File: src/pofs_pkg.sv
// Constants and state types for the on/off, fault clear and store command block
package pofs_pkg;
	// Command codes
	localparam logic [7:0] CMD_OPERATION = 8'h01;
	localparam logic [7:0] CMD_POLICY = 8'h02;
	localparam logic [7:0] CMD_CLEAR = 8'h03;
	localparam logic [7:0] CMD_STORE = 8'h15;
	localparam logic [7:0] CMD_FAULTS = 8'h78;
	// Reset values of the switch policy and operation bytes, writable mask of the switch policy byte
	localparam logic [7:0] POLICY_RESET = 8'h17;
	localparam logic [7:0] POLICY_MASK = 8'h1F;
	localparam logic [7:0] OPER_RESET = 8'h00;
	// Field positions of the switch policy byte
	localparam int POL_IMMED = 0;
	localparam int POL_EN_POL = 1;
	localparam int POL_USE_EN = 2;
	localparam int POL_USE_OP = 3;
	localparam int POL_GATED = 4;
	// Field positions of the operation byte
	localparam int OP_ON = 7;
	localparam int OP_MARGIN_HI = 5;
	localparam int OP_MARGIN_LO = 4;
	// Bus address, arbitrary neutral value
	localparam logic [6:0] DEV_ADDR_RESET = 7'h2A;
	// Bit counter marks within one byte slot
	localparam logic [3:0] BIT_ACK = 4'h8;
	localparam logic [3:0] BIT_ACK_DONE = 4'h9;
	// Store busy time
	localparam int CLK_HZ = 50_000_000;
	localparam int STORE_BUSY_MS = 100;
	localparam int STORE_BUSY_CYCLES = STORE_BUSY_MS * (CLK_HZ / 1000);
	// Bus slave states
	typedef enum logic [4:0] {
		BUS_IDLE = 5'b0_0001,
		BUS_ADDR = 5'b0_0010,
		BUS_CMD = 5'b0_0100,
		BUS_WDATA = 5'b0_1000,
		BUS_RDATA = 5'b1_0000
	} pofs_bus_t;
	// Output power states
	typedef enum logic [2:0] {
		PWR_OFF = 3'b001,
		PWR_ON = 3'b010,
		PWR_RAMP = 3'b100
	} pofs_pwr_t;
endpackage

File: src/pofs_ctrl.sv
// Command handling for output switch policy, fault clear and user store
`timescale 1ns/1ps
module pofs_ctrl
	import pofs_pkg::*;
#(
	parameter int FAULT_W = 8,
	parameter logic [6:0] DEV_ADDR = DEV_ADDR_RESET,
	parameter int BUSY_CYCLES = STORE_BUSY_CYCLES
) (
	input wire logic clock,
	input wire logic rst_b,
	input wire logic ce,
	input wire logic pmb_clk_i,
	input wire logic pmb_dat_i,
	output logic pmb_dat_o,
	output logic pmb_dat_oe,
	input wire logic en_pin_i,
	input wire logic [FAULT_W-1:0] fault_cond_i,
	input wire logic shutdown_req_i,
	input wire logic ramp_done_i,
	output logic alert_line_o,
	output logic alert_line_oe,
	output logic out_run,
	output logic pwm_tristate,
	output logic soft_off,
	output logic [1:0] margin_sel,
	output logic store_pulse,
	output logic store_busy,
	output logic [7:0] user_policy,
	output logic [7:0] user_oper
);
	localparam int SYN_W = FAULT_W + 4;
	localparam int CNT_W = $clog2(BUSY_CYCLES + 1);
	// Decode helpers shared by the command and data slots
	function automatic logic cmd_known(input logic [7:0] c);
		cmd_known = (c == CMD_OPERATION) || (c == CMD_POLICY) || (c == CMD_CLEAR) ||
			(c == CMD_STORE) || (c == CMD_FAULTS);
	endfunction
	function automatic logic cmd_writable(input logic [7:0] c);
		cmd_writable = (c == CMD_OPERATION) || (c == CMD_POLICY);
	endfunction
	logic [SYN_W-1:0] syn1_ff, syn2_ff;
	logic scl_d_ff, sda_d_ff, busy_out_ff;
	pofs_bus_t bus_ff;
	pofs_pwr_t pwr_ff, nxt_pwr;
	logic [3:0] bit_ff;
	logic [7:0] shift_ff, tx_ff, cmd_ff, policy_ff, oper_ff, user_policy_ff, user_oper_ff;
	logic [1:0] pend_ff;
	logic sda_oe_ff, low_ff, alert_oe_ff, run_ff, tri_ff, soft_ff, store_ff, latched_ff;
	logic [FAULT_W-1:0] fault_ff, nxt_fault;
	logic [CNT_W-1:0] busy_ff;

	// Pins cross in through two flops; only the second stage is read
	always_ff @(posedge clock) begin
		if (!rst_b) begin
			syn1_ff <= SYN_W'(2'b11); // Bus pins idle high, so no false edge
			syn2_ff <= SYN_W'(2'b11);
		end else if (ce) begin
			syn1_ff <= {shutdown_req_i, fault_cond_i, en_pin_i, pmb_dat_i, pmb_clk_i};
			syn2_ff <= syn1_ff;
		end
	end

	wire scl_s = syn2_ff[0];
	wire sda_s = syn2_ff[1];
	wire en_s = syn2_ff[2]; // High means asserted
	wire [FAULT_W-1:0] fault_s = syn2_ff[FAULT_W+2:3];
	wire shut_s = syn2_ff[SYN_W-1];
	// Previous sampled levels for edge and start/stop detection
	always_ff @(posedge clock) begin
		if (!rst_b) begin
			scl_d_ff <= 1'b1;
			sda_d_ff <= 1'b1;
		end else if (ce) begin
			scl_d_ff <= scl_s;
			sda_d_ff <= sda_s;
		end
	end

	// Bus events and byte decode
	wire scl_rise = scl_s & ~scl_d_ff;
	wire scl_fall = ~scl_s & scl_d_ff;
	wire start_det = scl_s & scl_d_ff & sda_d_ff & ~sda_s;
	wire stop_det = scl_s & scl_d_ff & ~sda_d_ff & sda_s;
	wire busy = (busy_ff != '0);
	wire addr_hit = (shift_ff[7:1] == DEV_ADDR) & ~busy; // Stay deaf while storing
	wire slot_end = scl_fall & (bit_ff == BIT_ACK);
	wire data_wr = ce & slot_end & (bus_ff == BUS_WDATA) & cmd_writable(cmd_ff);
	wire clr_pulse = ce & stop_det & pend_ff[0]; // Runs only on a byte-free frame
	wire store_go = ce & stop_det & pend_ff[1];
	wire [7:0] rd_data = (cmd_ff == CMD_OPERATION) ? oper_ff :
		(cmd_ff == CMD_POLICY) ? policy_ff :
		(cmd_ff == CMD_FAULTS) ? 8'(fault_ff) : 8'h00;

	// Bus slave: shift on rising edges, drive data and acknowledge on falling edges
	always_ff @(posedge clock) begin
		if (!rst_b) begin
			bus_ff <= BUS_IDLE;
			bit_ff <= 4'h0;
			shift_ff <= 8'h00;
			tx_ff <= 8'h00;
			cmd_ff <= 8'h00;
			pend_ff <= 2'b00;
			sda_oe_ff <= 1'b0;
		end else if (ce) begin
			if (start_det) begin
				bus_ff <= BUS_ADDR;
				bit_ff <= 4'h0;
				sda_oe_ff <= 1'b0;
				pend_ff <= 2'b00;
			end else if (stop_det) begin
				bus_ff <= BUS_IDLE;
				sda_oe_ff <= 1'b0;
				pend_ff <= 2'b00;
			end else if (bus_ff != BUS_IDLE && scl_rise) begin
				if (bit_ff < BIT_ACK) begin
					shift_ff <= {shift_ff[6:0], sda_s};
					bit_ff <= bit_ff + 4'h1;
					if (bus_ff == BUS_RDATA) begin
						tx_ff <= {tx_ff[6:0], 1'b0};
					end
				end else begin
					bit_ff <= BIT_ACK_DONE;
					if (bus_ff == BUS_RDATA) begin
						if (sda_s) begin
							bus_ff <= BUS_IDLE;
						end else begin
							tx_ff <= rd_data;
						end
					end
				end
			end else if (bus_ff != BUS_IDLE && scl_fall) begin
				if (bit_ff == BIT_ACK) begin
					case (bus_ff)
						BUS_ADDR: begin
							sda_oe_ff <= addr_hit;
							tx_ff <= rd_data;
							bus_ff <= !addr_hit ? BUS_IDLE : (shift_ff[0] ? BUS_RDATA : BUS_CMD);
						end
						BUS_CMD: begin
							sda_oe_ff <= cmd_known(shift_ff);
							cmd_ff <= shift_ff;
							pend_ff <= {shift_ff == CMD_STORE, shift_ff == CMD_CLEAR};
							bus_ff <= cmd_known(shift_ff) ? BUS_WDATA : BUS_IDLE;
						end
						BUS_WDATA: begin
							// Data after a send-byte code cancels it
							sda_oe_ff <= cmd_writable(cmd_ff);
							pend_ff <= 2'b00;
							if (!cmd_writable(cmd_ff)) begin
								bus_ff <= BUS_IDLE;
							end
						end
						default: begin
							sda_oe_ff <= 1'b0;
						end
					endcase
				end else if (bit_ff == BIT_ACK_DONE) begin
					bit_ff <= 4'h0;
					sda_oe_ff <= (bus_ff == BUS_RDATA) & ~tx_ff[7];
				end else begin
					sda_oe_ff <= (bus_ff == BUS_RDATA) & ~tx_ff[7];
				end
			end
		end
	end

	// Settings registers; unused policy bits never stored
	always_ff @(posedge clock) begin
		if (!rst_b) begin
			policy_ff <= POLICY_RESET;
			oper_ff <= OPER_RESET;
		end else if (data_wr) begin
			if (cmd_ff == CMD_POLICY) begin
				policy_ff <= shift_ff & POLICY_MASK;
			end else begin
				oper_ff <= shift_ff;
			end
		end
	end

	// User store snapshot and busy timer; the host keeps the output off meanwhile
	always_ff @(posedge clock) begin
		if (!rst_b) begin
			user_policy_ff <= POLICY_RESET;
			user_oper_ff <= OPER_RESET;
			store_ff <= 1'b0;
			busy_ff <= '0;
			busy_out_ff <= 1'b0;
		end else if (ce) begin
			store_ff <= store_go;
			busy_out_ff <= store_go | (busy && (busy_ff != CNT_W'(1))); // Busy flag from a flop
			if (store_go) begin
				user_policy_ff <= policy_ff;
				user_oper_ff <= oper_ff;
				busy_ff <= CNT_W'(BUSY_CYCLES);
			end else if (busy) begin
				busy_ff <= busy_ff - CNT_W'(1);
			end
		end
	end

	// Sticky faults: a live condition beats the clear in the same cycle
	assign nxt_fault = fault_s | (fault_ff & ~{FAULT_W{clr_pulse}});
	always_ff @(posedge clock) begin
		if (!rst_b) begin
			fault_ff <= '0;
			alert_oe_ff <= 1'b0;
		end else if (ce) begin
			fault_ff <= nxt_fault;
			alert_oe_ff <= |nxt_fault; // Released by the clear
		end
	end

	// On request from policy, pin and command on bit
	wire use_op = policy_ff[POL_USE_OP];
	wire use_en = policy_ff[POL_USE_EN];
	wire want_on = ~policy_ff[POL_GATED] |
		((~use_op | oper_ff[OP_ON]) &
		(~use_en | en_s));
	wire immed = policy_ff[POL_IMMED];
	// Shutdown latch; cleared only by dropping the on request, never by fault clear
	always_ff @(posedge clock) begin
		if (!rst_b) begin
			latched_ff <= 1'b0;
		end else if (ce) begin
			latched_ff <= shut_s | (latched_ff & want_on);
		end
	end

	// Power state; a shutdown always takes the immediate path
	always_comb begin
		nxt_pwr = pwr_ff;
		case (pwr_ff)
			PWR_OFF: begin
				if (want_on && !latched_ff && !shut_s) begin
					nxt_pwr = PWR_ON;
				end
			end
			PWR_ON: begin
				if (latched_ff || shut_s) begin
					nxt_pwr = PWR_OFF;
				end else if (!want_on) begin
					nxt_pwr = immed ? PWR_OFF : PWR_RAMP;
				end
			end
			PWR_RAMP: begin
				if (ramp_done_i || latched_ff) begin
					nxt_pwr = PWR_OFF;
				end
			end
			default: begin
				nxt_pwr = PWR_OFF;
			end
		endcase
	end

	// Stage outputs registered from the next state, so off takes effect at once
	always_ff @(posedge clock) begin
		if (!rst_b) begin
			pwr_ff <= PWR_OFF;
			run_ff <= 1'b0;
			tri_ff <= 1'b1;
			soft_ff <= 1'b0;
			low_ff <= 1'b0;
		end else if (ce) begin
			pwr_ff <= nxt_pwr;
			run_ff <= (nxt_pwr == PWR_ON);
			tri_ff <= (nxt_pwr == PWR_OFF);
			soft_ff <= (nxt_pwr == PWR_RAMP);
			low_ff <= 1'b0;
		end
	end

	// Port drive
	assign pmb_dat_o = low_ff;
	assign pmb_dat_oe = sda_oe_ff;
	assign alert_line_o = low_ff;
	assign alert_line_oe = alert_oe_ff;
	assign out_run = run_ff;
	assign pwm_tristate = tri_ff;
	assign soft_off = soft_ff;
	assign margin_sel = oper_ff[OP_MARGIN_HI:OP_MARGIN_LO];
	assign store_pulse = store_ff;
	assign store_busy = busy_out_ff;
	assign user_policy = user_policy_ff;
	assign user_oper = user_oper_ff;
endmodule // pofs_ctrl

File: config.mk
export PLATFORM = sky130hd
export DESIGN_NAME = pofs_ctrl
export DESIGN_NICKNAME = d
export VERILOG_FILES = /design/src/pofs_pkg.sv /design/src/pofs_ctrl.sv
export SDC_FILE = /design/constraint.sdc
export NUM_CORES = 1
export LEC_CHECK = 0
export BUFFER_PORTS_ARGS = -buffer_cell sky130_fd_sc_hd__buf_2
export CORE_MARGIN = 4
export CORE_UTILIZATION = 55
export DETAILED_ROUTE_END_ITERATION = 16
export PLACE_DENSITY = 0.82
export SLEW_MARGIN = 10
export SYNTH_ARGS = -nofsm -noshare
export SYNTH_HDL_FRONTEND = slang
export SYNTH_SLANG_ARGS = --single-unit
File: constraint.sdc
create_clock -name clock -period 2.5 [get_ports clock]
set_input_delay 0.25 -clock clock [delete_from_list [all_inputs] [get_ports clock]]
set_output_delay 0.25 -clock clock [all_outputs]
set_load 0.005 [all_outputs]
# [Yosys cells after proc, flatten, opt, wreduce, memory -nomap -nowiden]
# Cells that the tools add are included.
[word_totals] ff_bits=129 input_bits=16 output_inout_bits=27
[op_classes] n_addsub=2 magnitude_cmp=1 eq_ne=32 muxes=51 n_bitwise=39 reduce_logical=39
[ops] op="8-bit two-way mux" n=11
[ops] op="5-bit two-way mux" n=11
[ops] op="23-bit two-way mux" n=2
[ops] op="4-bit two-way mux" n=8
[ops] op="8-bit by 2-bit == test with 1-bit output (second input constant)" n=3
[ops] op="23-bit by 1-bit inequality test with 1-bit output (second input constant)" n=1
[ops] op="23-bit nonzero test" n=1
[ops] op="23-bit by 1-bit subtractor with 23-bit output (second input constant)" n=1
[ops] op="1-bit AND" n=18
[ops] op="8-bit by 1-bit == test with 1-bit output (second input constant)" n=2
[ops] op="8-bit by 7-bit == test with 1-bit output (second input constant)" n=2
[ops] op="8-bit AND reduction" n=2
[ops] op="3-bit two-way mux" n=5
[ops] op="5-bit one-hot mux with 3 select lines" n=1
[ops] op="5-bit AND reduction" n=3
[ops] op="1-bit inverter" n=13
[ops] op="3-bit nonzero test" n=4
[ops] op="4-bit nonzero test" n=3
[ops] op="2-bit two-way mux" n=5
[ops] op="3-bit one-hot mux with 3 select lines" n=1
[ops] op="8-bit AND" n=1
[ops] op="4-bit == test (second input constant)" n=2
[ops] op="8-bit by 5-bit == test with 1-bit output (second input constant)" n=1
[ops] op="4-bit inequality test (second input constant)" n=2
[ops] op="32 further kinds" n=61

# [Depth between registers and ports, before layout]
# Gate-level depths: netlist (run 1).
[logic_depth] ltp_word=12 mapped_depth=9 mapped_depth_nobuf=8

# [Least setup slack after synthesis (run 1)]
# No wires, ideal clock.
[synth_path] path_kind="register -> register" from="reg bit_ff[0]" to="reg policy_ff[1]" setup_ns=0.129 t_arrival_ns=2.155 setup_slack_ns=0.216 stages_incl_launch_ff=9 path_buffers=0 period_less_slack_ns=2.284 cell_sequence="dfxtp_1 > inv_1 > ha_1 > and3b_1 > and3b_1 > or3b_2 > nor4_2 > mux2i_1 > nand2_1"
[synth_between] elab_chain_cells=6
[synth_lines] item="start: declaration" line="pofs_ctrl.sv:46" text="logic [3:0] bit_ff;"
[synth_lines] item="start signal: assignment" line="pofs_ctrl.sv:118" text="bit_ff <= bit_ff + 4'h1;"
[synth_lines] item="4-bit == test" line="pofs_ctrl.sv:87" text="wire slot_end = scl_fall & (bit_ff == BIT_ACK);"
[synth_lines] item="1-bit AND" line="pofs_ctrl.sv:87"
[synth_lines] item="1-bit AND (3 in a row)" line="pofs_ctrl.sv:88" text="wire data_wr = ce & slot_end & (bus_ff == BUS_WDATA) & cmd_writable(cmd_ff);"
[synth_lines] item="2-bit AND reduction (no line)"
[synth_lines] item="end signal: assignment" line="pofs_ctrl.sv:175" text="policy_ff <= shift_ff & POLICY_MASK;"
[synth_lines] item="end: declaration" line="pofs_ctrl.sv:47" text="logic [7:0] shift_ff, tx_ff, cmd_ff, policy_ff, oper_ff, user_policy_ff, user_oper_ff;"
# Every way passes these cells.
# A chain may end at the register's enable or synchronous reset.

# [Worst setup path in the final report (run 1)]
[layout_path] from="reg busy_ff[3]" to="reg busy_ff[14]"
[layout_between] elab_chain_cells=3 elab_cells_between_ends=6 cone_classes="add/sub: 1; mux: 2; reduce/logical: 3"
[layout_lines] item="start: declaration" line="pofs_ctrl.sv:51" text="logic [CNT_W-1:0] busy_ff;"
[layout_lines] item="start signal: assignment" line="pofs_ctrl.sv:196" text="busy_ff <= CNT_W'(BUSY_CYCLES);"
[layout_lines] item="start signal: assignment" line="pofs_ctrl.sv:198" text="busy_ff <= busy_ff - CNT_W'(1);"
[layout_lines] item="23-bit by 1-bit subtractor with 23-bit output / 23-bit nonzero test (equally long branches)" line="pofs_ctrl.sv:198, pofs_ctrl.sv:85"
[layout_lines] item="23-bit two-way mux / 2-bit nonzero test (equally long branches)"
[layout_lines] item="23-bit two-way mux / 2-bit AND reduction (equally long branches)"
# Several ways; a longest one is shown, not always the timed one. The select of a mux whose other input is x is not followed.

==> results of run 1 <==
[flip-flops by register name (all words and copies together), names as in the netlist, 2 cells and up]
signal       count
pend_ff          2
bus_ff           5
pwr_ff           3
shift_ff         8
policy_ff        5
cmd_ff           8
syn2_ff         12
syn1_ff         12
busy_ff         23
bit_ff           4
user_oper        8
fault_ff         8
tx_ff            8
oper_ff          8
user_policy      5
[cells by family after synthesis]
family          after synthesis
simple gates                294
other cells                   1
buf+inv                      55
mux                          54
fa+ha+maj                     6
compound gates              117
xor+xnor                     20
flops                       129
[cell usage in the layout (no fill, tap or decap), drive strengths merged, types with 4 or more instances in the layout]
cell type	synthesis	final
nor3	11	11
mux2i	52	52
nand2	89	89
dfxtp	129	129
nand3	19	19
o21a	6	6
a221o	4	4
o211ai	12	12
o31ai	5	5
nor2b	6	6
clkbuf	29	22
or2	5	5
a22oi	12	12
nand2b	4	4
or4	7	7
ha	6	6
nor4	20	20
xnor2	18	18
o21ai	26	26
nand4b	5	5
dlygate4sd3	0	12
inv	13	14
conb	1	5
or3	11	11
buf	13	56
a21oi	37	37
and3	4	4
nand4	4	4
nor2	91	91
[final cells by class]
type	instances	area (um2)
Fill cell	801	3430
Multi-Input combinational cell	496	3080
Sequential cell	129	2580
Clock buffer	22	473
Timing Repair Buffer	68	460
Tap cell	136	170
Clock inverter	9	129
Inverter	13	48.8
[cell usage after synthesis (3+ instances only)]
master and n:
nand4_1 4, nand2_1 89, o21a_1 6, or4_1 3, buf_4 7, nor3_1 10
or3_1 8, nand2b_1 4, a221o_1 4, and3b_1 3, a22oi_1 12, nor2_1 91
dfxtp_1 129, o211ai_1 12, mux2i_1 52, and3_1 4, ha_1 6, buf_6 3
xnor2_1 18, or3b_2 3, nor2b_1 6, o31ai_1 4, nand3_1 19, clkbuf_1 28
nand4b_1 5, o21ai_0 26, a21oi_1 37, nor4_1 18, inv_1 12, or2_2 5
[layer usage]
layer	share of wire (%)	global-route usage, %	wire (um)
met5	0	0	0
met4	3.2	10.9	447
met3	6.6	5.11	922
met2	48	38.4	6690
met1	42	27.5	5820
[report_power, final]
group	total, mW	switching (mW)	internal, mW
clock	2.50	0.880	1.62
sequential	2.42	0.177	2.24
combinational	1.61	0.913	0.696
[worst register-to-register path, cell delays in order (launching register included)]
cell and delay [ps]:
dfxtp_1 330, or2_2 300, or4_2 690, o31ai_4 260, buf_4 280, nor3_1 100
xnor2_1 170, a21oi_1 90
[worst paths after layout]
kind	end	slack, ps	cells after the start
min reg2reg	tx_ff[3]	440	2
max reg2reg	busy_ff[14]	130	7
max	busy_ff[14]	130	7
min	syn2_ff[0]	200	3
[what timing repair did]
item                                    in CTS  in global routing
endpoints found under the setup margin       0                  8
hold buffers                                12                  0
endpoints found under the hold margin       12                  0
gates resized for setup                      0                  1
==> results.json, run 1 <==
{
  "synthTopCellsByArea": "dfxtp_1 44%, mux2i_1 8.8%, nor2_1 5.8%, nand2_1 5.7%, a21oi_1 3.1%",
  "cts_tree": "yes",
  "avgSynthCellArea_um2": 8.74,
  "post-route-period-util_pct": 94.7,
  "relSlewSlack_pct": 41.2,
  "synth-xor-area-share_pct": 2.97,
  "worst_clock_skew_ps": 8.62,
  "io_pins": 43,
  "routed_wl_mm": 13.9,
  "fin_area_um2": 6940,
  "yosysSeqAreaShare_pct": 43.7,
  "die_x_um": 112,
  "synth-edff-count": 0,
  "outcome": "completed",
  "synthAdderAreaFrac_pct": 1.27,
  "finalPower_mw": 6.53,
  "worstSetupPathType": "register to register",
  "hold_viol_final": 0,
  "num_rows": 37,
  "fp.dieH_um": 112,
  "stdcell_count": 873,
  "yosys_warnings": 0,
  "core_area_um2": 10400,
  "start_kind": "register",
  "crit_family": "simple AND/OR/NAND/NOR gates",
  "synth-seq-cells": 129,
  "grt_pass1_wl_mm": 23.7,
  "pre_cts_slack_ps": 50.5,
  "critical_path_arrival_ps": 2730,
  "cts_buffers": 17,
  "tightest_slew_ps": 881,
  "hold_path.startpoint": "rst_b",
  "max_freq_ghz": 0.422,
  "dieArea_um2": 12500,
  "clock-sinks": 129,
  "critPathCaptureType": "register",
  "cts_buffer_depth": 2,
  "fin_util_pct": 66.9,
  "crit_buf_inv": 1,
  "synth_mux_area_share_pct": 9.19,
  "mappedNetlistArea_um2": 5910,
  "drive_above_1_share_pct": 15.7,
  "power.density_nw_per_um2": 940,
  "cp_slowest_stage_delay_ps": 690,
  "r2r-start": "busy_ff[3]",
  "rsz0062_at_grt": "false",
  "routedWlPerCell_um": 15.9,
  "holdCritPathClass": "primary input to register",
  "antenna_found_initial": 0,
  "drt_iter0_markers": 305,
  "clk-insertion-delay-late_ps": 520,
  "setup_ws_ps": 132,
  "placed_area_um2": 6210,
  "antenna_cells": 0,
  "htreeDepth": 4,
  "synthCells": 676,
  "dp_cells": 830,
  "ir_worst_vdd_mv": 0.585,
  "cts.clk_slew.worst_paths_ps": 60,
  "drv_cap": 0,
  "syn2layout_area_growth_pct": 17.5,
  "overflow": 0,
  "dp.final_hpwl_mm": 9.32,
  "power_leakage_nw": 2.72,
  "synth_cell_types": 63,
  "fin_nets": 747,
  "cp_cell_sequence": "or2_2, or4_2, o31ai_4, buf_4, nor3_1, xnor2_1, a21oi_1",
  "grt_max_degree": 46,
  "setup_viol": 0,
  "drv_slew": 0,
  "critPathSlowestCell": "or4_2",
  "synth_compound_area_share_pct": 12.9,
  "fin_hold_ws_ps": 204,
  "synthFlopType": "dfxtp_1",
  "cp_max_fo": 19,
  "detail-route-antenna-nets": 0,
  "postCtsSetupBuffers": 0,
  "initial_core_util_pct": 57.0,
  "yosysTopAreaCellShare_pct": 43.7,
  "synth_top_family_by_area": "simple AND/OR/NAND/NOR gates",
  "post-route-drc-count": 0,
  "vias": 5187,
  "crit_required_ps": 2860,
  "yosys.area_share.simple_pct": 25.4,
  "layout_min_cycle_time_ps": 2370,
  "cts_root_buffer": "clkbuf_8",
  "routed_via_density": 5.94,
  "setup-tns-final_ps": 0,
  "gp_congestion": 0.963,
  "async_flop_share_pct": 0,
  "grt_pass1_vias": 5103,
  "grt_use_total_pct": 22.8,
  "port_buffers": 37,
  "crit_start": "busy_ff[3]",
  "yosysTopAreaCell": "dfxtp_1",
  "dr.pass1.iters": 7
}
No activity file was read; power rests on OpenSTA's default activity.
==> run 2, diff against run 1 <==
Settings changed: CORE_MARGIN 4 to not set, GPL_TIMING_DRIVEN set to 0, PLACE_DENSITY 0.82 to 0.86.
==> results.json, run 2 (synthesized netlist as in run 1, its figures left out) <==
{
  "max_freq_ghz": 0.414,
  "placed_area_um2": 6280,
  "relSlewSlack_pct": 42.5,
  "fin_nets": 775,
  "cp_slowest_stage_delay_ps": 690,
  "r2r_end": "bus_ff[0]",
  "drv_cap": 0,
  "die_x_um": 106,
  "syn2layout_area_growth_pct": 18.9,
  "mostFrequentLayoutCells": "129 x dfxtp_1, 90 x nor2_1, 89 x nand2_1",
  "hold_path.startpoint": "rst_b",
  "grt_use_met3_pct": 6.12,
  "fp.dieH_um": 106,
  "grt_use_total_pct": 29.6,
  "dieArea_um2": 11200,
  "reg_top3": "busy_ff: 23 flops, syn1_ff: 12 flops, syn2_ff: 12 flops",
  "outcome": "completed",
  "htreeDepth": 4,
  "routed_wl_mm": 15.6,
  "dp.final_hpwl_mm": 10.5,
  "crit_family": "simple AND/OR/NAND/NOR gates",
  "dr.pass1.iters": 5,
  "setup_ws_ps": 83.6,
  "r2r_slack_ps": 80,
  "antenna_found_initial": 0,
  "cts_buffers": 17,
  "clock-sinks": 129,
  "layout_min_cycle_time_ps": 2420,
  "setup_viol": 0,
  "initial_core_util_pct": 57.0,
  "cts_root_buffer": "clkbuf_8",
  "detail-route-antenna-nets": 0,
  "busiest_layer": "met2",
  "num_rows": 37,
  "r2r-start": "busy_ff[2]",
  "routed_via_density": 5.93,
  "post-route-period-util_pct": 96.7,
  "largest_register": "busy_ff",
  "antenna_cells": 0,
  "finalPower_mw": 6.46,
  "cp_cell_sequence": "or2_2, or4_2, nor3_4, and3_1, o2111ai_1, a31o_2",
  "overflow": 0,
  "use_met2_pct": 50.3,
  "grt_max_degree": 17,
  "crit_buf_inv": 0,
  "tightest_slew_ps": 862,
  "routedWlPerCell_um": 17.3,
  "hold_viol_final": 0,
  "drt_iter0_markers": 389,
  "met1_usage_pct": 35.0,
  "cts_tree": "yes",
  "critPathCaptureType": "register",
  "holdPathEnd": "pmb_dat_oe",
  "vias": 5353,
  "grt_pass1_wl_mm": 25.5,
  "rr_worst_depth": 6,
  "path_depth": 6,
  "fillers": 817,
  "post-route-drc-count": 0,
  "critical_path_arrival_ps": 2850,
  "worst_clock_skew_ps": 8.60,
  "power_leakage_nw": 2.74,
  "start_kind": "register",
  "grt_pass1_vias": 5264,
  "rsz0062_at_grt": "false",
  "cp_max_fo": 5,
  "core_area_um2": 10400,
  "holdCritPathClass": "primary input to register",
  "drv_slew": 0,
  "crit_required_ps": 2940,
  "drive_above_1_share_pct": 15.5,
  "cts_buffer_depth": 2,
  "worstSetupPathType": "register to register",
  "pre_cts_slack_ps": -202,
  "fin_area_um2": 7020,
  "whs_path_depth": 3,
  "setup-tns-final_ps": 0,
  "gp_congestion": 0.895,
  "cts.clk_slew.worst_paths_ps": 60,
  "power.density_nw_per_um2": 919,
  "ir_worst_vdd_mv": 0.697,
  "clk-insertion-delay-late_ps": 550,
  "port_buffers": 37,
  "largest_reg_flops": 23,
  "critPathSlowestCell": "or4_2",
  "io_pins": 43,
  "final_common_cell": "dfxtp_1"
}
run 2: changes by cell type in the layout (fill, tap and decap cells not counted), moves of 2 or more:
cell / before / now
clkbuf_1: 1 / 29
buf_4: 18 / 12
buf_6: 0 / 5
clkinv_4: 0 / 5
clkbuf_8: 5 / 2
clkinv_2: 3 / 6
bufinv_16: 3 / 1
clkinvlp_4: 2 / 0
nor4_4: 0 / 2
run 2: report_power, final:
group          leakage [nW]  internal (mW)  switching, mW  total (mW)
clock                 0.271           1.32          0.940        2.26
combinational          1.42          0.784          0.984        1.77
sequential             1.05           2.24          0.190        2.43
total                  2.74           4.34           2.11        6.46
run 2: metrics by stage:
step / util, % / hold slack, ps / instances
finish: 67.7 / 138 / 902
global route: 67.7 / 142 / 902
CTS: 67.0 / 95.1 / 897
detailed placement: 60.5 / 432 / 853
global placement: 60.5 / 428 / 853
floorplan: - / 378 / 680
run 2: cell type report:
| class | count | area [um2] | area share (%) |
|---|---|---|---|
| plain buffers | 41 | 221 | 3.15 |
| repair buffers | 55 | 354 | 5.04 |
| clock buffers | 19 | 422 | 6.00 |
| multi-input cells | 496 | 3110 | 44.3 |
| flip-flops and latches | 129 | 2580 | 36.8 |
| well taps | 136 | 170 | 2.42 |
| inverters | 13 | 48.8 | 0.695 |
| clock inverters | 13 | 115 | 1.64 |
run 2: how the worst max path moves through the flow:
stage                           from           end  slack, ps
final                     busy_ff[2]     bus_ff[0]         80
after global routing      syn2_ff[1]   busy_ff[19]         10
after CTS                  bit_ff[0]  policy_ff[2]          3
after detailed placement   bit_ff[0]  policy_ff[2]       -200
after global placement     bit_ff[0]  policy_ff[1]       -150
after floorplan            bit_ff[0]  policy_ff[1]        220
run 2: routing by layer:
metal / part of all wire [%] / vias up
met5: 0 / -
met4: 3.2 / 0
met3: 7.0 / 48
met2: 50 / 231
met1: 40 / 2533
li1: - / 2541
run 2: repair_timing:
action                                 CTS  global route
setup buffers                            0             6
pin swaps                                0             4
endpoints found under the hold margin   12             0
hold buffers                            12             0
cloned                                   0             0
gates resized for setup                  2             9
setup endpoints to repair               13            40
run 2: tightest hold or removal path, delay by kind of cell:
family                 cells  cell delay (ps)
AOI/OAI and AO/OA          1               90
buffers and inverters      1              150
and+or+nand+nor            1              130
